<file path="src/pkg/mipr_pkg.sv">
// constants for the module identification and first pin mode register slice
// assumes a byte-wide register space reached through the serial host port, 16-bit index
// How it works
// - low date register holds day in bits 7..3 and phase in bits 2..0
// - date and time registers together form one unique module identity set
// - sixteen-bit time register over two byte addresses; seconds since midnight = value * 2
// - shutdown priority bit set means all other mode bits are ignored
// - priority bit 1 makes the pin the main shutdown input; 0 follows function
// - mode bit 5 selects pin polarity: 0 active-low, 1 active-high
// - mode bits 4..1 pick function: 0000 high impedance, 1000 interrupt output
// - at boot nonvolatile contents replace the identification register defaults
package mipr_pkg;

    // register byte addresses
    localparam logic [15:0] ADDR_DAY_PHASE  = 16'h0007;
    localparam logic [15:0] ADDR_TIME_HI    = 16'h0008;
    localparam logic [15:0] ADDR_TIME_LO    = 16'h0009;
    localparam logic [15:0] ADDR_PIN_MODE   = 16'h0010;

    // day/phase field layout
    localparam int          DAY_MSB         = 7;
    localparam int          DAY_LSB         = 3;
    localparam int          PHASE_MSB       = 2;
    localparam int          PHASE_LSB       = 0;

    // seconds per time count
    localparam int          TIME_SEC_PER_LSB = 2;

    // pin mode field layout
    localparam int          MODE_PRIO_BIT   = 6;
    localparam int          MODE_POL_BIT    = 5;
    localparam int          MODE_SEL_MSB    = 4;
    localparam int          MODE_SEL_LSB    = 1;
    localparam int          MODE_RSVD_BIT   = 0;
    localparam logic [7:0]  MODE_WR_MASK    = 8'h7F;   // bit 7 is read-only zero

    // pin function codes
    localparam logic [3:0]  SEL_OFF         = 4'h0;
    localparam logic [3:0]  SEL_INT_OUT     = 4'h8;

    // reset values and the unmapped read value; identification defaults are overwritten by the boot load
    localparam logic [7:0]  RST_PIN_MODE    = 8'h60;
    localparam logic [7:0]  RST_DAY_PHASE   = 8'h00;
    localparam logic [15:0] RST_TIME        = 16'h0000;
    localparam logic [7:0]  RD_UNMAPPED     = 8'h00;

    // serial port: 7-bit device address, value arbitrary
    localparam logic [6:0]  DEV_ADDR        = 7'h2A;
    localparam logic [3:0]  BITS_PER_BYTE   = 4'h8;

    // register selector
    typedef enum {
        SEL_NONE,
        SEL_DAY_PHASE,
        SEL_TIME_HI,
        SEL_TIME_LO,
        SEL_PIN_MODE
    } mipr_sel_t;

    // serial engine states
    typedef enum {
        PH_IDLE,
        PH_ADDR,
        PH_IDX_HI,
        PH_IDX_LO,
        PH_WDATA,
        PH_RDATA
    } mipr_state_t;

endpackage

</file>
<file path="src/hw/mipr_regs.sv">
// identification and first pin mode register slice with the pin's function logic
// assumes boot load and interrupt level come from logic on the same clock; pins are async
`timescale 1ns/1ps
`default_nettype none
module mipr_regs
    import mipr_pkg::*;
(
    // clock and reset
    input  wire logic        SYS_CLK_I,
    input  wire logic        RST_I,
    // serial host port
    input  wire logic        SCL_I,
    input  wire logic        SDA_I,
    output var  logic        SDA_O,
    output var  logic        SDA_OE_O,
    // boot load from nonvolatile memory
    input  wire logic        NVM_LOAD_I,
    input  wire logic [7:0]  NVM_DAY_PHASE_I,
    input  wire logic [15:0] NVM_TIME_I,
    // interrupt level from the ranging core, active high
    input  wire logic        RANGE_INT_I,
    // first general pin
    input  wire logic        FIRST_GENERAL_PIN_I,
    output var  logic        FIRST_GENERAL_PIN_O,
    output var  logic        FIRST_GENERAL_PIN_OE_O,
    // shutdown request to the device, active high
    output var  logic        SHUTDOWN_O
);

    logic [15:0] reg_addr;
    logic [7:0]  wr_data;
    logic        wr_stb;
    logic [7:0]  rd_data;
    logic        sda_o_w;
    logic        sda_oe_w;

    logic [7:0]  day_phase_q, day_phase_d;
    logic [15:0] time_q, time_d;
    logic [7:0]  mode_q, mode_d;
    logic [1:0]  pin_sync_q;            // [0] read only by [1]
    logic        pin_out_q, pin_out_d;
    logic        pin_oe_q, pin_oe_d;
    logic        shutdown_q, shutdown_d;

    logic        pin0_shutdown_priority;
    logic        pin0_polarity;
    logic [3:0]  pin0_function_select;

    // address decode shared by the read mux and the write path
    function automatic mipr_sel_t reg_sel(input logic [15:0] addr);
        case (addr)
            ADDR_DAY_PHASE: reg_sel = SEL_DAY_PHASE;
            ADDR_TIME_HI:   reg_sel = SEL_TIME_HI;
            ADDR_TIME_LO:   reg_sel = SEL_TIME_LO;
            ADDR_PIN_MODE:  reg_sel = SEL_PIN_MODE;
            default:        reg_sel = SEL_NONE;
        endcase
    endfunction

    // serial front end
    mipr_serial_port u_port (
        .clk_i      (SYS_CLK_I),
        .rst_i      (RST_I),
        .scl_i      (SCL_I),
        .sda_i      (SDA_I),
        .sda_o      (sda_o_w),
        .sda_oe_o   (sda_oe_w),
        .reg_addr_o (reg_addr),
        .wr_data_o  (wr_data),
        .wr_stb_o   (wr_stb),
        .rd_data_i  (rd_data)
    );

    // mode fields
    assign pin0_shutdown_priority = mode_q[MODE_PRIO_BIT];
    assign pin0_polarity          = mode_q[MODE_POL_BIT];
    assign pin0_function_select   = mode_q[MODE_SEL_MSB:MODE_SEL_LSB];

    // read mux; time is high byte first, unmapped reads return zero
    always_comb
    begin
        case (reg_sel(reg_addr))
            SEL_DAY_PHASE: rd_data = day_phase_q;
            SEL_TIME_HI:   rd_data = time_q[15:8];
            SEL_TIME_LO:   rd_data = time_q[7:0];
            SEL_PIN_MODE:  rd_data = mode_q;
            default:       rd_data = RD_UNMAPPED;
        endcase
    end

    // register writes; the boot load wins over a host write in the same cycle
    always_comb
    begin
        day_phase_d = day_phase_q;
        time_d      = time_q;
        mode_d      = mode_q;
        if (wr_stb)
        begin
            case (reg_sel(reg_addr))
                SEL_DAY_PHASE: day_phase_d = wr_data;
                SEL_TIME_HI:   time_d = {wr_data, time_q[7:0]};
                SEL_TIME_LO:   time_d = {time_q[15:8], wr_data};
                SEL_PIN_MODE:  mode_d = wr_data & MODE_WR_MASK;
                default:       ;
            endcase
        end
        if (NVM_LOAD_I)
        begin
            day_phase_d = NVM_DAY_PHASE_I;
            time_d      = NVM_TIME_I;
        end
    end

    always_ff @(posedge SYS_CLK_I)
    begin
        if (RST_I)
        begin
            day_phase_q <= RST_DAY_PHASE;
            time_q      <= RST_TIME;
            mode_q      <= RST_PIN_MODE;
        end
        else
        begin
            day_phase_q <= day_phase_d;
            time_q      <= time_d;
            mode_q      <= mode_d;
        end
    end

    // pin function; priority mode ignores polarity and select so a stray write cannot
    // turn the shutdown input into an output
    always_comb
    begin
        pin_out_d  = 1'b0;
        pin_oe_d   = 1'b0;
        shutdown_d = 1'b0;
        if (pin0_shutdown_priority)
        begin
            shutdown_d = ~pin_sync_q[1];    // shutdown input is active low
        end
        else
        begin
            case (pin0_function_select)
                SEL_INT_OUT:
                begin
                    pin_out_d = pin0_polarity ? RANGE_INT_I : ~RANGE_INT_I;
                    pin_oe_d  = 1'b1;
                end
                SEL_OFF:  pin_oe_d = 1'b0;  // high impedance
                default:  pin_oe_d = 1'b0;  // undefined codes stay off the pin
            endcase
        end
    end

    always_ff @(posedge SYS_CLK_I)
    begin
        if (RST_I)
        begin
            pin_sync_q <= 2'h3;
            pin_out_q  <= 1'b0;
            pin_oe_q   <= 1'b0;
            shutdown_q <= 1'b0;
        end
        else
        begin
            pin_sync_q <= {pin_sync_q[0], FIRST_GENERAL_PIN_I};
            pin_out_q  <= pin_out_d;
            pin_oe_q   <= pin_oe_d;
            shutdown_q <= shutdown_d;
        end
    end

    // outputs from flops here and in the port, except SDA_O, which is tied low
    assign SDA_O                  = sda_o_w;
    assign SDA_OE_O               = sda_oe_w;
    assign FIRST_GENERAL_PIN_O    = pin_out_q;
    assign FIRST_GENERAL_PIN_OE_O = pin_oe_q;
    assign SHUTDOWN_O             = shutdown_q;

endmodule // mipr_regs
`default_nettype wire

</file>
<file path="src/hw/mipr_serial_port.sv">
// serial host port slave: 7-bit address, 16-bit register index, byte data with auto-increment
// assumes scl/sda arrive asynchronously; open-drain sda, enable high pulls the line low
`timescale 1ns/1ps
`default_nettype none
module mipr_serial_port
    import mipr_pkg::*;
(
    // clock and reset
    input  wire logic        clk_i,
    input  wire logic        rst_i,
    // pins
    input  wire logic        scl_i,
    input  wire logic        sda_i,
    output var  logic        sda_o,
    output var  logic        sda_oe_o,
    // register side
    output var  logic [15:0] reg_addr_o,
    output var  logic [7:0]  wr_data_o,
    output var  logic        wr_stb_o,
    input  wire logic [7:0]  rd_data_i
);

    mipr_state_t state_q, state_d;
    logic [2:0]  scl_q, sda_q;      // [0] first stage, read only by [1]
    logic [3:0]  bit_cnt_q, bit_cnt_d;
    logic [7:0]  shift_q, shift_d;
    logic [15:0] index_q, index_d;
    logic [7:0]  wdat_q, wdat_d;
    logic        ack_q, ack_d;
    logic        read_q, read_d;
    logic        more_q, more_d;
    logic        oe_q, oe_d;
    logic        stb_q, stb_d;
    logic        rise, fall, start, stop;

    // bus events from the settled stages only
    assign rise  = scl_q[1] & ~scl_q[2];
    assign fall  = ~scl_q[1] & scl_q[2];
    assign start = scl_q[1] & scl_q[2] & sda_q[2] & ~sda_q[1];
    assign stop  = scl_q[1] & scl_q[2] & ~sda_q[2] & sda_q[1];

    // byte engine; sda only changes after scl falls so the master sees stable data
    always_comb
    begin
        state_d   = state_q;
        bit_cnt_d = bit_cnt_q;
        shift_d   = shift_q;
        index_d   = index_q;
        wdat_d    = wdat_q;
        ack_d     = ack_q;
        read_d    = read_q;
        more_d    = more_q;
        oe_d      = oe_q;
        stb_d     = 1'b0;
        if (start)
        begin
            state_d   = PH_ADDR;
            bit_cnt_d = 4'h0;
            ack_d     = 1'b0;
            oe_d      = 1'b0;
        end
        else if (stop)
        begin
            state_d = PH_IDLE;
            oe_d    = 1'b0;
        end
        else
        begin
            case (state_q)
                PH_IDLE:
                begin
                    oe_d = 1'b0;
                end
                PH_RDATA:
                begin
                    if (rise && bit_cnt_q == BITS_PER_BYTE)
                    begin
                        more_d = ~sda_q[1];              // master ack asks for the next byte
                        if (sda_q[1])
                            state_d = PH_IDLE;
                        index_d = index_q + 16'h0001;
                    end
                    else if (fall && bit_cnt_q == BITS_PER_BYTE && more_q)
                    begin
                        shift_d   = rd_data_i;
                        oe_d      = ~rd_data_i[7];
                        bit_cnt_d = 4'h0;
                        more_d    = 1'b0;
                    end
                    else if (fall && bit_cnt_q < BITS_PER_BYTE)
                    begin
                        bit_cnt_d = bit_cnt_q + 4'h1;
                        shift_d   = {shift_q[6:0], 1'b0};
                        oe_d      = (bit_cnt_q == 4'h7) ? 1'b0 : ~shift_q[6];
                    end
                end
                default:
                begin
                    // receive states: address, index high, index low, write data
                    if (rise && bit_cnt_q < BITS_PER_BYTE)
                    begin
                        shift_d   = {shift_q[6:0], sda_q[1]};
                        bit_cnt_d = bit_cnt_q + 4'h1;
                    end
                    else if (fall && bit_cnt_q == BITS_PER_BYTE && !ack_q)
                    begin
                        ack_d = 1'b1;
                        oe_d  = 1'b1;
                        case (state_q)
                            PH_ADDR:
                            begin
                                read_d = shift_q[0];
                                if (shift_q[7:1] != DEV_ADDR)
                                begin
                                    state_d = PH_IDLE;   // not ours: stay off the line
                                    ack_d   = 1'b0;
                                    oe_d    = 1'b0;
                                end
                            end
                            PH_IDX_HI: index_d = {shift_q, index_q[7:0]};
                            PH_IDX_LO: index_d = {index_q[15:8], shift_q};
                            PH_WDATA:
                            begin
                                wdat_d = shift_q;
                                stb_d  = 1'b1;
                            end
                            default: ;
                        endcase
                    end
                    else if (fall && ack_q)
                    begin
                        ack_d     = 1'b0;
                        oe_d      = 1'b0;
                        bit_cnt_d = 4'h0;
                        case (state_q)
                            PH_ADDR:
                            begin
                                if (read_q)
                                begin
                                    state_d = PH_RDATA;
                                    shift_d = rd_data_i;
                                    oe_d    = ~rd_data_i[7];
                                end
                                else
                                    state_d = PH_IDX_HI;
                            end
                            PH_IDX_HI: state_d = PH_IDX_LO;
                            PH_IDX_LO: state_d = PH_WDATA;
                            PH_WDATA:  index_d = index_q + 16'h0001;
                            default:   state_d = PH_IDLE;
                        endcase
                    end
                end
            endcase
        end
    end

    // registers; index survives between transfers so a read can follow an index write
    always_ff @(posedge clk_i)
    begin
        if (rst_i)
        begin
            scl_q     <= 3'h7;
            sda_q     <= 3'h7;
            state_q   <= PH_IDLE;
            bit_cnt_q <= 4'h0;
            shift_q   <= 8'h00;
            index_q   <= 16'h0000;
            wdat_q    <= 8'h00;
            ack_q     <= 1'b0;
            read_q    <= 1'b0;
            more_q    <= 1'b0;
            oe_q      <= 1'b0;
            stb_q     <= 1'b0;
        end
        else
        begin
            scl_q     <= {scl_q[1:0], scl_i};
            sda_q     <= {sda_q[1:0], sda_i};
            state_q   <= state_d;
            bit_cnt_q <= bit_cnt_d;
            shift_q   <= shift_d;
            index_q   <= index_d;
            wdat_q    <= wdat_d;
            ack_q     <= ack_d;
            read_q    <= read_d;
            more_q    <= more_d;
            oe_q      <= oe_d;
            stb_q     <= stb_d;
        end
    end

    // open-drain: level is always low, only the enable moves
    assign sda_o      = 1'b0;
    assign sda_oe_o   = oe_q;
    assign reg_addr_o = index_q;
    assign wr_data_o  = wdat_q;
    assign wr_stb_o   = stb_q;

endmodule // mipr_serial_port
`default_nettype wire

</file>
<file path="config.mk">
export PLATFORM = sky130hd
export DESIGN_NAME = mipr_regs
export DESIGN_NICKNAME = d
export VERILOG_FILES = /design/src/pkg/mipr_pkg.sv /design/src/hw/mipr_regs.sv /design/src/hw/mipr_serial_port.sv
export SDC_FILE = /design/constraint.sdc
export NUM_CORES = 1
export LEC_CHECK = 0
export BUFFER_PORTS_ARGS = -buffer_cell sky130_fd_sc_hd__buf_2
export CORE_AREA = 2 2 106 97
export CTS_CLUSTER_DIAMETER = 100
export DETAILED_ROUTE_END_ITERATION = 7
export DIE_AREA = 0 0 108 99
export HOLD_SLACK_MARGIN = 0.02
export MAX_ROUTING_LAYER = met4
export PLACE_DENSITY = 0.66
export SYNTH_ARGS = -nofsm -noshare
export SYNTH_HDL_FRONTEND = slang
export SYNTH_SLANG_ARGS = --single-unit
</file>
<file path="constraint.sdc">
create_clock -name SYS_CLK_I -period 2.6 [get_ports SYS_CLK_I]
set_clock_uncertainty 0.15 [all_clocks]
set_input_delay 0 -clock SYS_CLK_I [delete_from_list [all_inputs] [get_ports SYS_CLK_I]]
set_output_delay 0 -clock SYS_CLK_I [all_outputs]
set_load 0.1 [all_outputs]
</file>
==> impl_metrics.csv <==
group,metric,value,unit
synth,synth_cells,567,
global_route,grt_max_degree,49,
min_path,hp-class,"in -> reg",
sta,fin_crit,2.502,ns
sta,setup-tns-final,0,ns
pwr,power_density,443.0,mW/mm2
synth,yosysWarnings,0,
sta,tightest_slew,0.4962,ns
floorplanning,start_util,49.10,%
global_route,first_global_vias,4224,
floorplanning,die_w,108,um
cells_and_area,fin_util,59.53,%
synth,synth-edff-count,0,
sta,final.setup.worst_slack,0.09766,ns
worst_setup_path,crit_fanout,5,
synth,syn-cell-area,0.004700,mm2
cells_and_area,layoutNonFillerInstCount,774,
synth,yosysSeqAreaShare,36.63,%
global_route,grt_pass1_wl,21340,um
min_path,hp-start,"NVM_LOAD_I",
clocking,cts_buffers,9,
synth,synth-async-reset-ratio,0,%
routing,wl_per_cell,16.80,um
sta,report.final.hold_viol_count,0,
synth,synth_top_area_share,36.63,%
synth,avgSynthCellArea,8.288,um2
floorplanning,io_pins,36,
worst_setup_path,timing.rr.start,"u_port.reg_addr_o[1]",
cells_and_area,area_growth,21.25,%
placement,gp_congestion,0.8948,
synth,ys_types,74,
routing,wirelength,13000,um
synth,synth_flop_cell,"dfxtp_1",
worst_setup_path,worstPathArrival,2.63,ns
routing,initialDrtViolationCount,339,
global_route,antenna_found_initial,0,
placement,io_buffers,34,
sta,setup_violations,0,
floorplanning,dieHeight,99,um
synth,synthTopCellsByArea,"dfxtp_1 (37%), mux2i_1 (7.2%), nor2_1 (5.9%), a211oi_1 (4.8%), a21oi_1 (4.3%)",
worst_setup_path,r2r_cells,8,
worst_setup_path,cp-start-kind,"flop",
clocking,clk_pin_slew,0.10,ns
placement,dp_cells,727,
routing,firstDrtPassIters,5,
worst_setup_path,crit_chain,"inv_1 -> ha_1 -> a21oi_1 -> a2111oi_2 -> o2111a_2 -> o2bb2ai_1 -> a22oi_1 -> a211oi_1",
routing,vias,4635,
floorplanning,die-area,0.01069,mm2
floorplanning,row_count,34,
worst_setup_path,cp-startpoint,"u_port.reg_addr_o[1]",
cells_and_area,n_antenna_cell,0,
worst_setup_path,slowest_delay,0.48,ns
sta,period_share,96.24,%
worst_setup_path,rr_endpoint,"u_port.shift_q[7]",
sta,slew_headroom,66.72,%
worst_setup_path,regToRegSetupSlack,0.1,ns
synth,yosysTopAreaCell,"dfxtp_1",
routing,via_per_inst,5.988,
worst_setup_path,crit_path_top_delay_cell,"a2111oi_2",
cells_and_area,final_area,0.005698,mm2
cells_and_area,final_nets,679,
placement,pre_cts_ws,-0.05892,ns
pwr,p_leak,2.051,nW
pwr,peakVddDrop,0.3735,mV
synth,synth_seq_cells,86,
sta,max_freq,399.6,MHz
sta,rsz0062_at_grt,"false",
clocking,cts.sinks,86,
clocking,insertion_delay,0.37,ns
clocking,cts_tree,"built",
clocking,cts_max_path_buffers,2,
worst_setup_path,end_kind,"flop",
clocking,h-tree-depth,3,
worst_setup_path,cp_data_required_time,2.73,ns
worst_setup_path,crit_type,"reg -> reg",
routing,ant_nets,0,
global_route,grtUsageTotal,25.81,%
run,drv_cap,0,
floorplanning,fp.coreArea,0.009572,mm2
worst_setup_path,crit_end,"u_port.shift_q[7]",
placement,hpwl,9148,um
synth,synth_nets,603,
cells_and_area,drive_gt1_share,18.52,%
run_status,status,"complete, no violations",
clocking,root_buffer,"clkbuf_8",
sta,slew_viol_final,0,
global_route,grt_overflow_total,0,
routing,drc_errors,0,
placement,dpl_cell_area,0.005152,mm2
[worst max-delay path: cells and delay by family (launching register included)]
family,cells,cell delay [ns]
buffers and inverters,1,0.13
adder cells (fa/ha/maj),1,0.19
AO/OA/AOI/OAI,6,1.58
flip-flops,1,0.36
[report_power, final]
| part | internal, mW | switching (mW) | leakage [nW] | total, mW |
|---|---|---|---|---|
| clock | 0.380 | 0.572 | 0.0985 | 0.952 |
| combinational | 0.0942 | 0.107 | 1.25 | 0.201 |
| sequential | 1.35 | 0.0218 | 0.701 | 1.37 |
[registers in the layout (all words and copies together), names as in the netlist, 2 cells and up]
signal and cells:
time_q 16, u_port.reg_addr_o 16, day_phase_q 8, u_port.shift_q 8
u_port.wr_data_o 8, mode_q 7, u_port.bit_cnt_q 4, u_port.scl_q 3
u_port.sda_q 3, u_port.state_q 3, pin_sync_q 2
[metal layers]
metal / global-route usage [%] / part of all wire (%) / wire [um] / vias up
li1: - / - / - / 2273
met1: 35.97 / 46 / 5961 / 2196
met2: 38.32 / 46 / 5945 / 143
met3: 4.762 / 6.6 / 855 / 23
met4: 7.199 / 1.8 / 240 / 0
met5: - / 0 / 0 / -
[repair_timing]
| action | 4_1_cts | 5_1_grt |
|---|---|---|
| hold endpoints to repair | 35 | 0 |
| pin swaps | 0 | 1 |
| endpoints found under the setup margin | 2 | 19 |
| setup buffers | 0 | 1 |
| hold buffers | 30 | 0 |
| resized for setup | 1 | 7 |
[layout make-up]
type	instances	area, um2
clock inverter	7	75.07
multi-input combinational	436	2816
inverter	10	37.54
timing repair buffer	100	765.7
fill	869	3874
clock buffer	9	123.9
sequential	86	1722
tap	126	157.7
[stage by stage]
stage	hold WS (ns)	power, mW
2_1_floorplan	-0.04619	1.511
3_3_place_gp	0.03137	1.562
3_5_place_dp	0.03596	1.567
4_1_cts	0.06369	2.544
5_1_grt	0.1155	2.631
6_report	0.07783	2.524
[cell usage in the layout, fill, tap and decap left out, drive strengths merged, types with 4 or more instances in the layout]
cell / n
a211oi: 30
nand2b: 11
nor3: 14
buf: 70
o21ai: 28
a22oi: 5
a221oi: 5
nor2: 76
clkbuf: 9
nor4: 9
a21oi: 40
or2: 12
nor3b: 5
a311oi: 9
o211ai: 4
nand2: 37
ha: 5
o32ai: 4
dlygate4sd3: 30
nand3: 22
inv: 14
nand4: 5
mux2i: 34
nor2b: 7
and2: 4
dfxtp: 86
o31ai: 4
[synthesized netlist by cell type, types with 9 or more instances]
| master | instances |
|---|---|
| a311oi_1 | 9 |
| clkbuf_1 | 27 |
| o21ai_0 | 26 |
| a21oi_1 | 40 |
| dfxtp_1 | 86 |
| nor3_1 | 12 |
| or2_2 | 12 |
| nand3_1 | 21 |
| inv_1 | 10 |
| nand2b_1 | 11 |
| mux2i_1 | 34 |
| nand2_1 | 36 |
| a211oi_1 | 30 |
| nor2_1 | 74 |
[how the worst min path moves through the flow]
| stage | endpoint | slack [ns] | cells after the start |
|---|---|---|---|
| 2_1_floorplan | pin_sync_q[0] | -0.05 | 1 |
| 3_3_place_gp | u_port.sda_q[0] | 0.03 | 2 |
| 3_5_place_dp | u_port.sda_q[0] | 0.04 | 2 |
| 4_1_cts | time_q[10] | 0.06 | 5 |
| 5_1_grt | time_q[5] | 0.12 | 5 |
| 6_report | day_phase_q[0] | 0.08 | 5 |
[cells by family after synthesis]
kind of cell,share of synthesized area (%)
adders and majority gates,1.331
DFF,36.63
AOI/OAI and AO/OA,24.33
and+or+nand+nor,25.45
xor gates and xnor gates,0.9320
buffers and inverters,3.994
muxes,7.242
other,0.07980
No activity file was read; power rests on OpenSTA's default activity.
